[config.mk]
export PLATFORM = sky130hd
export DESIGN_NAME = sofo_top
export DESIGN_NICKNAME = d
export VERILOG_FILES = /design/src/rtl/sofo_pkg.sv /design/src/rtl/sofo_err_mon.sv /design/src/rtl/sofo_top.sv
export SDC_FILE = /design/constraint.sdc
export NUM_CORES = 1
export LEC_CHECK = 0
export ABC_AREA = 1
export BUFFER_PORTS_ARGS = -buffer_cell sky130_fd_sc_hd__buf_4
export CELL_PAD_IN_SITES_DETAIL_PLACEMENT = 0
export CELL_PAD_IN_SITES_GLOBAL_PLACEMENT = 1
export CORE_ASPECT_RATIO = 1.1
export CORE_MARGIN = 10
export CORE_UTILIZATION = 41
export CTS_CLUSTER_DIAMETER = 80
export DETAILED_ROUTE_END_ITERATION = 10
export GPL_TIMING_DRIVEN = 0
export PLACE_DENSITY_LB_ADDON = 0.2
export SLEW_MARGIN = 20
export SYNTH_ARGS = -nofsm -noshare
export SYNTH_HDL_FRONTEND = slang
export SYNTH_HIERARCHICAL = 1
export SYNTH_SLANG_ARGS = --single-unit
[constraint.sdc]
create_clock -name clk -period 1.6 [get_ports clk]
set_clock_uncertainty 0.1 [all_clocks]
set_input_delay 0.16 -clock clk [delete_from_list [all_inputs] [get_ports clk]]
set_output_delay 0.16 -clock clk [all_outputs]
set_load 0.03 [all_outputs]
[src/rtl/sofo_pkg.sv]
// Constants shared by the safety output and interrupt logic
package sofo_pkg;
    // Register indices on the internal register port
    localparam logic [5:0] ADDR_FACTOR = 6'h03;
    localparam logic [5:0] ADDR_REQ = 6'h07;
    localparam logic [5:0] ADDR_CLEAR = 6'h0B;
    localparam logic [5:0] ADDR_MASK = 6'h0F;
    localparam logic [5:0] ADDR_PIN_LEVEL = 6'h15;
    // Pin-level and error-mode register fields
    localparam int PIN_IND_BIT = 5;
    localparam int PIN_EXT_BIT = 4;
    localparam int PIN_SEL_BIT = 1;
    localparam int PIN_MODE_BIT = 0;
    localparam logic [7:0] PIN_LEVEL_RESET = 8'h30;
    localparam logic [7:0] PIN_LEVEL_WMASK = 8'h33;
    // Driven pin levels while in reset: fault, control, indicator, reset out
    localparam logic [3:0] PIN_DRIVE_IDLE = 4'h2;
    // Request register fields
    localparam int REQ_TEST_BIT = 7;
    localparam int REQ_FAULT_BIT = 3;
    localparam int REQ_EXT_BIT = 2;
    localparam int REQ_IND_BIT = 1;
    localparam int REQ_RST_BIT = 0;
    localparam int FACTOR_REQ_BIT = 3;
    localparam logic [7:0] REQ_RESET = 8'h00;
    localparam logic [7:0] MASK_RESET = 8'h00;
    // Timing
    localparam int CLK_MHZ = 10;
    localparam int SHORT_TIMEOUT_US = 100;
    localparam int LONG_TIMEOUT_US = 200;
    localparam int CLEAR_HOLD_US = 500;
    localparam int SHORT_TIMEOUT_CYC = SHORT_TIMEOUT_US * CLK_MHZ;
    localparam int LONG_TIMEOUT_CYC = LONG_TIMEOUT_US * CLK_MHZ;
    localparam int CLEAR_HOLD_CYC = CLEAR_HOLD_US * CLK_MHZ;
    localparam int PIN_MON_LAG = 3;
endpackage

[src/rtl/sofo_err_mon.sv]
// Monitor of one microcontroller error input, static or dynamic format
`timescale 1ns/1ps
module sofo_err_mon #(
    parameter int SHORT_CYC = sofo_pkg::SHORT_TIMEOUT_CYC,
    parameter int LONG_CYC = sofo_pkg::LONG_TIMEOUT_CYC
) (
    // Clock and reset
    input wire logic clk,
    input wire logic resetn,
    // Synchronised error input and mode
    input wire logic err_in,
    input wire logic error_signal_mode,
    input wire logic toggle_timeout_sel,
    // Result
    output logic error_det
);
    localparam int CNT_W = $clog2(LONG_CYC + 1);
    logic armed_reg;
    logic prev_reg;
    logic [CNT_W-1:0] cnt_reg;
    logic [CNT_W-1:0] cnt_next;
    logic err_reg;
    wire edge_seen = err_in != prev_reg;
    // Static mode is always the short time
    wire [CNT_W-1:0] limit = (error_signal_mode && !toggle_timeout_sel) ?
        CNT_W'(LONG_CYC) : CNT_W'(SHORT_CYC);
    // Static counts low time, dynamic counts time since last edge
    wire restart = error_signal_mode ? edge_seen : err_in;
    assign cnt_next = (restart || !armed_reg) ? '0 :
        (cnt_reg == limit) ? cnt_reg : cnt_reg + CNT_W'(1);
    assign error_det = err_reg;

    initial begin
        if (SHORT_CYC < 1 || LONG_CYC < SHORT_CYC) begin
            $error("sofo_err_mon: timeout counts out of range");
        end
    end

    always_ff @(posedge clk or negedge resetn) begin
        if (!resetn) begin
            armed_reg <= 1'b0;
            prev_reg <= 1'b0;
            cnt_reg <= '0;
            err_reg <= 1'b0;
        end else begin
            prev_reg <= err_in;
            if (err_in) begin
                armed_reg <= 1'b1;
            end
            cnt_reg <= cnt_next;
            err_reg <= armed_reg && (cnt_next == limit);
        end
    end

    a_unarmed_quiet: assert property (@(posedge clk) disable iff (!resetn)
        !armed_reg |=> !err_reg) else $error("error flagged before arming");
endmodule

[src/rtl/sofo_top.sv]
// Safety output pins, error-input supervision and interrupt output
// Behaviour
// - Indicator low on I/O rail undervoltage
// - Indicator software level after first high
// - Either error input drives fault output low
// - Error pulls reset low when enabled
// - Static mode: low input is error
// - Dynamic mode: missing toggle times out
// - Monitoring starts after inputs first rise
// - Fault output low while reset low
// - External control high on start, low on reset
// - Advanced mode waits for answer monitoring
// - Masked expiry lowers control until restart
// - Closed-window trigger lowers control when enabled
// - Watchdog suspend lowers external control
// - Software control level after watchdog start
// - Static expire time fixed short
// - Interrupt factors latched and readable
// - Clear register removes latched factors
// - Masked factor never asserts interrupt
// - No reassertion for hold after clear
// - Software-settable test factor
// - Output pin misbehaviour raises own factor
// - Interrupt low while unmasked factor latched
// - Interrupt registers survive system reset
`timescale 1ns/1ps
module sofo_top #(
    parameter int CLEAR_HOLD_CYC = sofo_pkg::CLEAR_HOLD_CYC
) (
    // Clock and reset
    input wire logic clk,
    input wire logic resetn,
    // Register port
    input wire logic reg_wr_en,
    input wire logic [5:0] reg_addr,
    input wire logic [7:0] reg_wdata,
    output logic [7:0] reg_rdata,
    // Pins from the microcontroller and supply detector
    input wire logic mcu_error_in_a,
    input wire logic mcu_error_in_b,
    input wire logic io_rail_undervoltage_flag,
    // Readback of the output pins
    input wire logic fault_pin_sense,
    input wire logic ext_ctrl_pin_sense,
    input wire logic indicator_pin_sense,
    input wire logic reset_pin_sense,
    // Reset generator and configuration
    input wire logic reset_gen_n,
    input wire logic err_reset_en,
    // Watchdog status
    input wire logic wd_start_req,
    input wire logic wd_advanced_mode,
    input wire logic wd_qa_started,
    input wire logic wd_expiry,
    input wire logic wd_expiry_reset_mask,
    input wire logic closed_window_reset_en,
    input wire logic closed_window_trigger,
    input wire logic wd_suspended,
    // Other self-diagnosis factors
    input wire logic [2:0] selfdiag_factor_in,
    // Output pins
    output logic low_voltage_indicator_n,
    output logic safety_fault_out_n,
    output logic external_control_out,
    output logic system_reset_out_n,
    output logic interrupt_out_n
);
    localparam int HW = $clog2(CLEAR_HOLD_CYC + 1);

    // Two-flop synchronisers for all pin inputs
    logic [6:0] sync1_reg;
    logic [6:0] sync2_reg;
    wire [6:0] pins_raw = {mcu_error_in_a, mcu_error_in_b, io_rail_undervoltage_flag,
        fault_pin_sense, ext_ctrl_pin_sense, indicator_pin_sense, reset_pin_sense};
    wire err_a_s = sync2_reg[6];
    wire err_b_s = sync2_reg[5];
    wire uv_s = sync2_reg[4];
    wire [3:0] sense_s = sync2_reg[3:0];

    // Registers
    logic [7:0] pin_level_reg;
    logic [7:0] req_reg;
    logic [7:0] req_next;
    logic [7:0] mask_reg;
    logic [HW-1:0] hold_reg;
    logic [HW-1:0] hold_next;
    logic ind_seen_reg;
    logic wd_run_reg;
    logic wd_run_next;
    logic ind_reg;
    logic fault_reg;
    logic ext_reg;
    logic rst_reg;
    logic int_reg;
    logic [7:0] rdata_reg;
    localparam int PIN_MON_LAG_IDX = sofo_pkg::PIN_MON_LAG - 1;
    logic [3:0] drv_pipe_reg [PIN_MON_LAG_IDX:0];

    // Error monitors
    logic err_a_det;
    logic err_b_det;

    sofo_err_mon u_mon_a (
        .clk(clk),
        .resetn(resetn),
        .err_in(err_a_s),
        .error_signal_mode(pin_level_reg[sofo_pkg::PIN_MODE_BIT]),
        .toggle_timeout_sel(pin_level_reg[sofo_pkg::PIN_SEL_BIT]),
        .error_det(err_a_det)
    );

    sofo_err_mon u_mon_b (
        .clk(clk),
        .resetn(resetn),
        .err_in(err_b_s),
        .error_signal_mode(pin_level_reg[sofo_pkg::PIN_MODE_BIT]),
        .toggle_timeout_sel(pin_level_reg[sofo_pkg::PIN_SEL_BIT]),
        .error_det(err_b_det)
    );

    // Decode
    wire wr_pin_level = reg_wr_en && reg_addr == sofo_pkg::ADDR_PIN_LEVEL;
    wire wr_req = reg_wr_en && reg_addr == sofo_pkg::ADDR_REQ;
    wire wr_clear = reg_wr_en && reg_addr == sofo_pkg::ADDR_CLEAR;
    wire wr_mask = reg_wr_en && reg_addr == sofo_pkg::ADDR_MASK;
    wire mcu_error = err_a_det || err_b_det;

    // Reset output
    wire rst_next = reset_gen_n && !(mcu_error && err_reset_en);

    // Fault output follows errors and reset output
    wire fault_next = !mcu_error && rst_reg;

    // Indicator: low on undervoltage, software level once it has been high
    wire ind_next = uv_s ? 1'b0 :
        ind_seen_reg ? pin_level_reg[sofo_pkg::PIN_IND_BIT] : 1'b1;

    // Watchdog-run tracking for the external control output
    wire start_ok = wd_advanced_mode ? wd_qa_started : wd_start_req;
    wire ctrl_kill = !rst_reg || wd_expiry || wd_suspended || uv_s ||
        (closed_window_reset_en && closed_window_trigger);
    assign wd_run_next = ctrl_kill ? 1'b0 : (start_ok ? 1'b1 : wd_run_reg);
    wire ext_next = wd_run_next && pin_level_reg[sofo_pkg::PIN_EXT_BIT];

    // Pin monitor: driven level, delayed to match the sense path, against readback
    wire [3:0] drv_now = {fault_reg, ext_reg, ind_reg, rst_reg};
    wire [3:0] pin_bad = drv_pipe_reg[PIN_MON_LAG_IDX] ^ sense_s;

    // Event sources for the request register
    wire [7:0] req_set = {1'b0, selfdiag_factor_in, pin_bad};
    wire test_wr = wr_req ? reg_wdata[sofo_pkg::REQ_TEST_BIT] :
        req_reg[sofo_pkg::REQ_TEST_BIT];
    wire [7:0] req_clr = wr_clear ? reg_wdata : 8'h00;
    always_comb begin
        req_next = (req_reg & ~req_clr) | req_set;
        req_next[sofo_pkg::REQ_TEST_BIT] = test_wr || req_set[sofo_pkg::REQ_TEST_BIT];
        if (wr_clear && reg_wdata[sofo_pkg::REQ_TEST_BIT] && !wr_req) begin
            req_next[sofo_pkg::REQ_TEST_BIT] = 1'b0;
        end
    end

    // Hold-off after a clear
    assign hold_next = wr_clear ? HW'(CLEAR_HOLD_CYC) :
        (hold_reg != '0) ? hold_reg - HW'(1) : hold_reg;
    wire [7:0] live = req_next & ~mask_reg;
    wire int_next = !((|live) && hold_next == '0);

    // Read data
    wire [7:0] factor_val = {4'h0, |req_reg, 3'b000};
    wire [7:0] rd_mux = (reg_addr == sofo_pkg::ADDR_FACTOR) ? factor_val :
        (reg_addr == sofo_pkg::ADDR_REQ) ? req_reg :
        (reg_addr == sofo_pkg::ADDR_MASK) ? mask_reg :
        (reg_addr == sofo_pkg::ADDR_PIN_LEVEL) ? pin_level_reg : 8'h00;

    initial begin
        if (CLEAR_HOLD_CYC < 8) begin
            $error("sofo_top: CLEAR_HOLD_CYC must be at least eight");
        end
    end

    always_ff @(posedge clk or negedge resetn) begin
        if (!resetn) begin
            // Sense bits start at the reset drive levels, so no false mismatch
            sync1_reg <= {3'b000, sofo_pkg::PIN_DRIVE_IDLE};
            sync2_reg <= {3'b000, sofo_pkg::PIN_DRIVE_IDLE};
        end else begin
            sync1_reg <= pins_raw;
            sync2_reg <= sync1_reg;
        end
    end

    // Only the device reset clears these, not the reset output
    always_ff @(posedge clk or negedge resetn) begin
        if (!resetn) begin
            pin_level_reg <= sofo_pkg::PIN_LEVEL_RESET;
            req_reg <= sofo_pkg::REQ_RESET;
            mask_reg <= sofo_pkg::MASK_RESET;
            hold_reg <= '0;
        end else begin
            if (wr_pin_level) begin
                pin_level_reg <= reg_wdata & sofo_pkg::PIN_LEVEL_WMASK;
            end
            if (wr_mask) begin
                mask_reg <= reg_wdata;
            end
            req_reg <= req_next;
            hold_reg <= hold_next;
        end
    end

    always_ff @(posedge clk or negedge resetn) begin
        if (!resetn) begin
            ind_seen_reg <= 1'b0;
            wd_run_reg <= 1'b0;
            ind_reg <= 1'b1;
            fault_reg <= 1'b0;
            ext_reg <= 1'b0;
            rst_reg <= 1'b0;
            int_reg <= 1'b1;
            rdata_reg <= 8'h00;
        end else begin
            if (ind_reg) begin
                ind_seen_reg <= 1'b1;
            end
            wd_run_reg <= wd_run_next;
            ind_reg <= ind_next;
            fault_reg <= fault_next;
            ext_reg <= ext_next;
            rst_reg <= rst_next;
            int_reg <= int_next;
            rdata_reg <= rd_mux;
        end
    end

    always_ff @(posedge clk or negedge resetn) begin
        if (!resetn) begin
            for (int i = 0; i <= PIN_MON_LAG_IDX; i++) begin
                drv_pipe_reg[i] <= sofo_pkg::PIN_DRIVE_IDLE;
            end
        end else begin
            drv_pipe_reg[0] <= drv_now;
            for (int i = 1; i <= PIN_MON_LAG_IDX; i++) begin
                drv_pipe_reg[i] <= drv_pipe_reg[i-1];
            end
        end
    end

    assign low_voltage_indicator_n = ind_reg;
    assign safety_fault_out_n = fault_reg;
    assign external_control_out = ext_reg;
    assign system_reset_out_n = rst_reg;
    assign interrupt_out_n = int_reg;
    assign reg_rdata = rdata_reg;

    // Checks
    a_uv_indicator: assert property (@(posedge clk) disable iff (!resetn)
        uv_s |=> !low_voltage_indicator_n) else $error("indicator high in undervoltage");
    a_ind_override: assert property (@(posedge clk) disable iff (!resetn)
        (!uv_s && ind_seen_reg) |=> low_voltage_indicator_n ==
        $past(pin_level_reg[sofo_pkg::PIN_IND_BIT])) else $error("indicator override lost");
    a_err_fault: assert property (@(posedge clk) disable iff (!resetn)
        mcu_error |=> !safety_fault_out_n) else $error("fault output missed error");
    a_err_reset: assert property (@(posedge clk) disable iff (!resetn)
        (mcu_error && err_reset_en) |=> !system_reset_out_n) else $error("reset missed");
    a_noen_reset: assert property (@(posedge clk) disable iff (!resetn)
        (reset_gen_n && !err_reset_en) |=> system_reset_out_n) else $error("stray reset");
    a_reset_fault: assert property (@(posedge clk) disable iff (!resetn)
        !system_reset_out_n |=> !safety_fault_out_n) else $error("fault high in reset");
    a_ext_kill: assert property (@(posedge clk) disable iff (!resetn)
        (wd_expiry || wd_suspended || (closed_window_reset_en && closed_window_trigger))
        |=> !external_control_out) else $error("control not lowered");
    a_ext_start: assert property (@(posedge clk) disable iff (!resetn)
        (!wd_advanced_mode && wd_start_req && !ctrl_kill &&
        pin_level_reg[sofo_pkg::PIN_EXT_BIT])
        |=> external_control_out) else $error("control not raised on start");
    a_adv_wait: assert property (@(posedge clk) disable iff (!resetn)
        (wd_advanced_mode && !wd_qa_started && !wd_run_reg) |=> !external_control_out)
        else $error("control raised before answer monitoring");
    a_mask_quiet: assert property (@(posedge clk) disable iff (!resetn)
        ((req_next & ~mask_reg) == 8'h00) |=> interrupt_out_n)
        else $error("interrupt from masked factor");
    a_clear_hold: assert property (@(posedge clk) disable iff (!resetn)
        wr_clear |=> interrupt_out_n [*8]) else $error("interrupt inside hold-off");
    a_int_level: assert property (@(posedge clk) disable iff (!resetn)
        (|live && hold_next == '0) |=> !interrupt_out_n) else $error("interrupt missing");
    a_test_factor: assert property (@(posedge clk) disable iff (!resetn)
        (wr_req && reg_wdata[sofo_pkg::REQ_TEST_BIT] && !wr_clear)
        |=> req_reg[sofo_pkg::REQ_TEST_BIT]) else $error("test factor not set");
endmodule

==> results.md <==
* Synth Net Count at 592
* Core area at 11600 um2
* Die area at 16700 um2
* Slowest cell on crit path: dfrtp_1
* Cell count after synthesis at 550
* Outcome: complete, but fails checks
* Non-filler cells, final at slightly above 800
* Grt ovf at 0
* Avg Inst Size Synth at 8.90 um2
* Critical Path RT at between 1.5 and 2 ns
* CP Class: reg -> reg
* Distinct cells, synth at 42
* Fin. Hold Viols at 0
* Fillcell total at 1044
* Via count at a little under 4000
* Slew Limit Fails at 0
* DR iter-0 viols at between 200 and 250
* Clock-pin slew on the worst setup and hold paths at 0.07 ns
* CTS tree: done
* WL final at between 10 and 15 mm
* CTS buffer count at 9
* Global-route usage over all layers at 13.9%
* Netlist Area Pre-Place at between 4000 and 5000 um2
* Max-Cap Viols at 0
* Sinks on Clock Net at ~100
* Area share of fa/ha/maj cells after synthesis at ~1.3%
* Most frequent cells in the layout: nand2_1 (108), dfrtp_1 (89), inv_1 (82), buf_4 (68), nor2_1 (29)
* Crit path largest cell delay at about 0.40 ns
* Post-DP HPWL at 7.67 mm
* Layout cells sized above 1 at 36.2%
* Final instance area at between 6000 and 7000 um2
* DRC at 0
* Die X at 124 um
* Period utilization at 110%
* Placed cells at 748
* I/O pins at 50
* Achievable Freq at 0.568 GHz
* Area share of xor/xnor cells in the synthesized design at 1.97%
* Post-synthesis mux area share at 0.230%
* RSZ-0062 raised after global routing: yes
* Number of flip-flops in the largest register at 13
* Placer congestion estimate at 0.867
* Area grow syn2layout at 33.9%
* Worst Path Max Fanout at 5
* Largest family of logic cells by synthesized area: simple AND/OR/NAND/NOR gates
* Crit path DAT at around 1.9 ns
* Crit path cell chain: inv_2, ha_4, nand2_4, nor2_8, nor2_2, nor2_2, nand2_2, nor2_2, nand2_1, nor2_2, nand2_1, nor2_1, nand2_1
* Count of input and output buffers at 48
* H-tree depth at 3
* Setup ws final at -0.159 ns
* Worst Setup End Kind: register
* Clk buf depth at 2
* Compound-Gate Fraction of Synth Area at 6.31%
* Clock Root Buffer: clkbuf_16
* Initial antenna violation count at 0
* Vias per std cell at 4.76
* Row count at approximately 40
* Worst-Skew Late Latency at around 0.34 ns
* Pre-CTS setup slack at -0.193 ns
* Crit start category: register
* Initial Utilization at 42.2%
* Number of antenna diodes at 0
* Synth Area in Simple Gates at approximately 29%
* Detail Route Antenna Nets at 0
* Slew HR at 39.6%
* Post-synthesis sequential area ratio at a little over half
* Register bit count reported by yosys at 102
* WL/cell at between 10 and 15 um
* Hold slack final at 0.0207 ns
* Worst-Margin Slew at 0.906 ns
* Final min period at 1.76 ns
* Final setup viols at 4
* Leading cell type in the layout, fill and taps excluded: nand2_1
* Ys Warns at 6
* Hold/Removal Path Class: in -> reg
* Pin count of the biggest net entering global routing at 103
* Placement Cell Area at about 5500 um2
* First-pass GRT wire length at 19.4 mm
* CP most frequent cell: nor2_2
* Violated checks: negative setup slack
* Cell Pwr Density at between 1000 and 1500 nW/um2
* Vias in the first global route at 4134
* Die Y at 135 um
* Initial DRT Pass Iterations at 4
* Layout Nets at 711
* Pleak at 3.21 nW
* Max VDD drop at just under 0.5 mV
==> routing by layer <==
layer  global-route usage [%]  wire, um  vias to the layer above
li1                         -         -                     1976
met1                     16.5      5200                     1862
met2                     23.7      5700                       65
met3                     2.58       394                       16
met4                     6.80       244                        0
met5                        0         0                        -
==> power breakdown <==
group | total, W | switching [W] | internal (W)
sequential | 0.00308 | 0.000244 | 0.00283
combinational | 0.00142 | 0.000770 | 0.000653
clock | 0.00206 | 0.000963 | 0.00110
==> stage by stage <==
stage	utilization (%)	total power (W)	TNS, ns
floorplan	-	0.00373	0
global placement	47.1	0.00403	-0.830
detailed placement	47.1	0.00407	-1.02
CTS	54.4	0.00643	-0.421
global route	56.6	0.00692	-0.823
finish	56.6	0.00656	-0.411
==> final cells by class <==
type / instances / area (um2) / share of cell area (%)
multi-input combinational: 339 / 2190 / 33.3
inverter: 109 / 414 / 6.32
buffer: 2 / 16.3 / 0.248
timing repair buffer: 106 / 906 / 13.8
clock buffer: 11 / 243 / 3.70
tap: 150 / 188 / 2.86
sequential: 102 / 2570 / 39.2
clock inverter: 5 / 35.0 / 0.534
==> cell families (layout without fill, tap and decap cells) <==
| logic type | count (synthesis) | count (layout) |
|---|---|---|
| compound gates | 48 | 48 |
| xor+xnor | 11 | 11 |
| fa+ha+maj | 5 | 5 |
| buf+inv | 111 | 233 |
| flops | 102 | 102 |
| mux | 1 | 1 |
| simple gates | 272 | 274 |
==> path summary, 6_finish.rpt <==
path,from,end,slack [ns],cells past startpoint
max,hold_reg[0],interrupt_out_n,-0.16,13
min,reg_wdata[6],mask_reg[6],0.02,3
max reg2reg,hold_reg[0],interrupt_out_n,-0.16,13
min reg2reg,sync1_reg[4],sync2_reg[4],0.25,0
max in group asynchronous,resetn,hold_reg[7],0.36,2
min in group asynchronous,resetn,sync2_reg[2],0.38,2
==> repair_timing <==
action                     in CTS  in global routing
pin swaps                      31                 29
hold endpoints to repair      115                  0
buffers inserted               24                 10
setup endpoints to repair       3                  9
hold buffers                   26                  0
gates resized for setup        35                 44
cloned                          0                  2
==> synth_stat cells, drive strengths merged <==
master | number | area share, %
a211oi | 1 | 0.15
o211ai | 1 | 0.15
ha | 5 | 1.3
or2 | 5 | 0.64
nand2 | 132 | 11
a21oi | 20 | 2.4
nor2 | 56 | 6.5
and3 | 1 | 0.13
nor3 | 7 | 1.3
nand4 | 11 | 1.4
o221ai | 4 | 0.72
nand3b | 2 | 0.31
xor2 | 1 | 0.18
nor4 | 4 | 0.51
dfrtp | 93 | 48
nand3 | 54 | 7.3
o221a | 1 | 0.23
o21bai | 2 | 0.46
a21boi | 1 | 0.15
inv | 103 | 7.9
buf | 2 | 0.33
o22ai | 1 | 0.13
o21ai | 17 | 2.0
xnor2 | 10 | 1.8
mux2 | 1 | 0.23
dfstp | 9 | 4.8
clkinv | 6 | 0.56
==> worst max-delay path: cells and delay by family (launching register included) <==
kind          cells  cell delay (ns)
simple gates     11             0.95
flops             1             0.40
fa+ha+maj         1             0.15
buf+inv           1             0.08
Note: power is estimated with default switching activity, not from simulation.
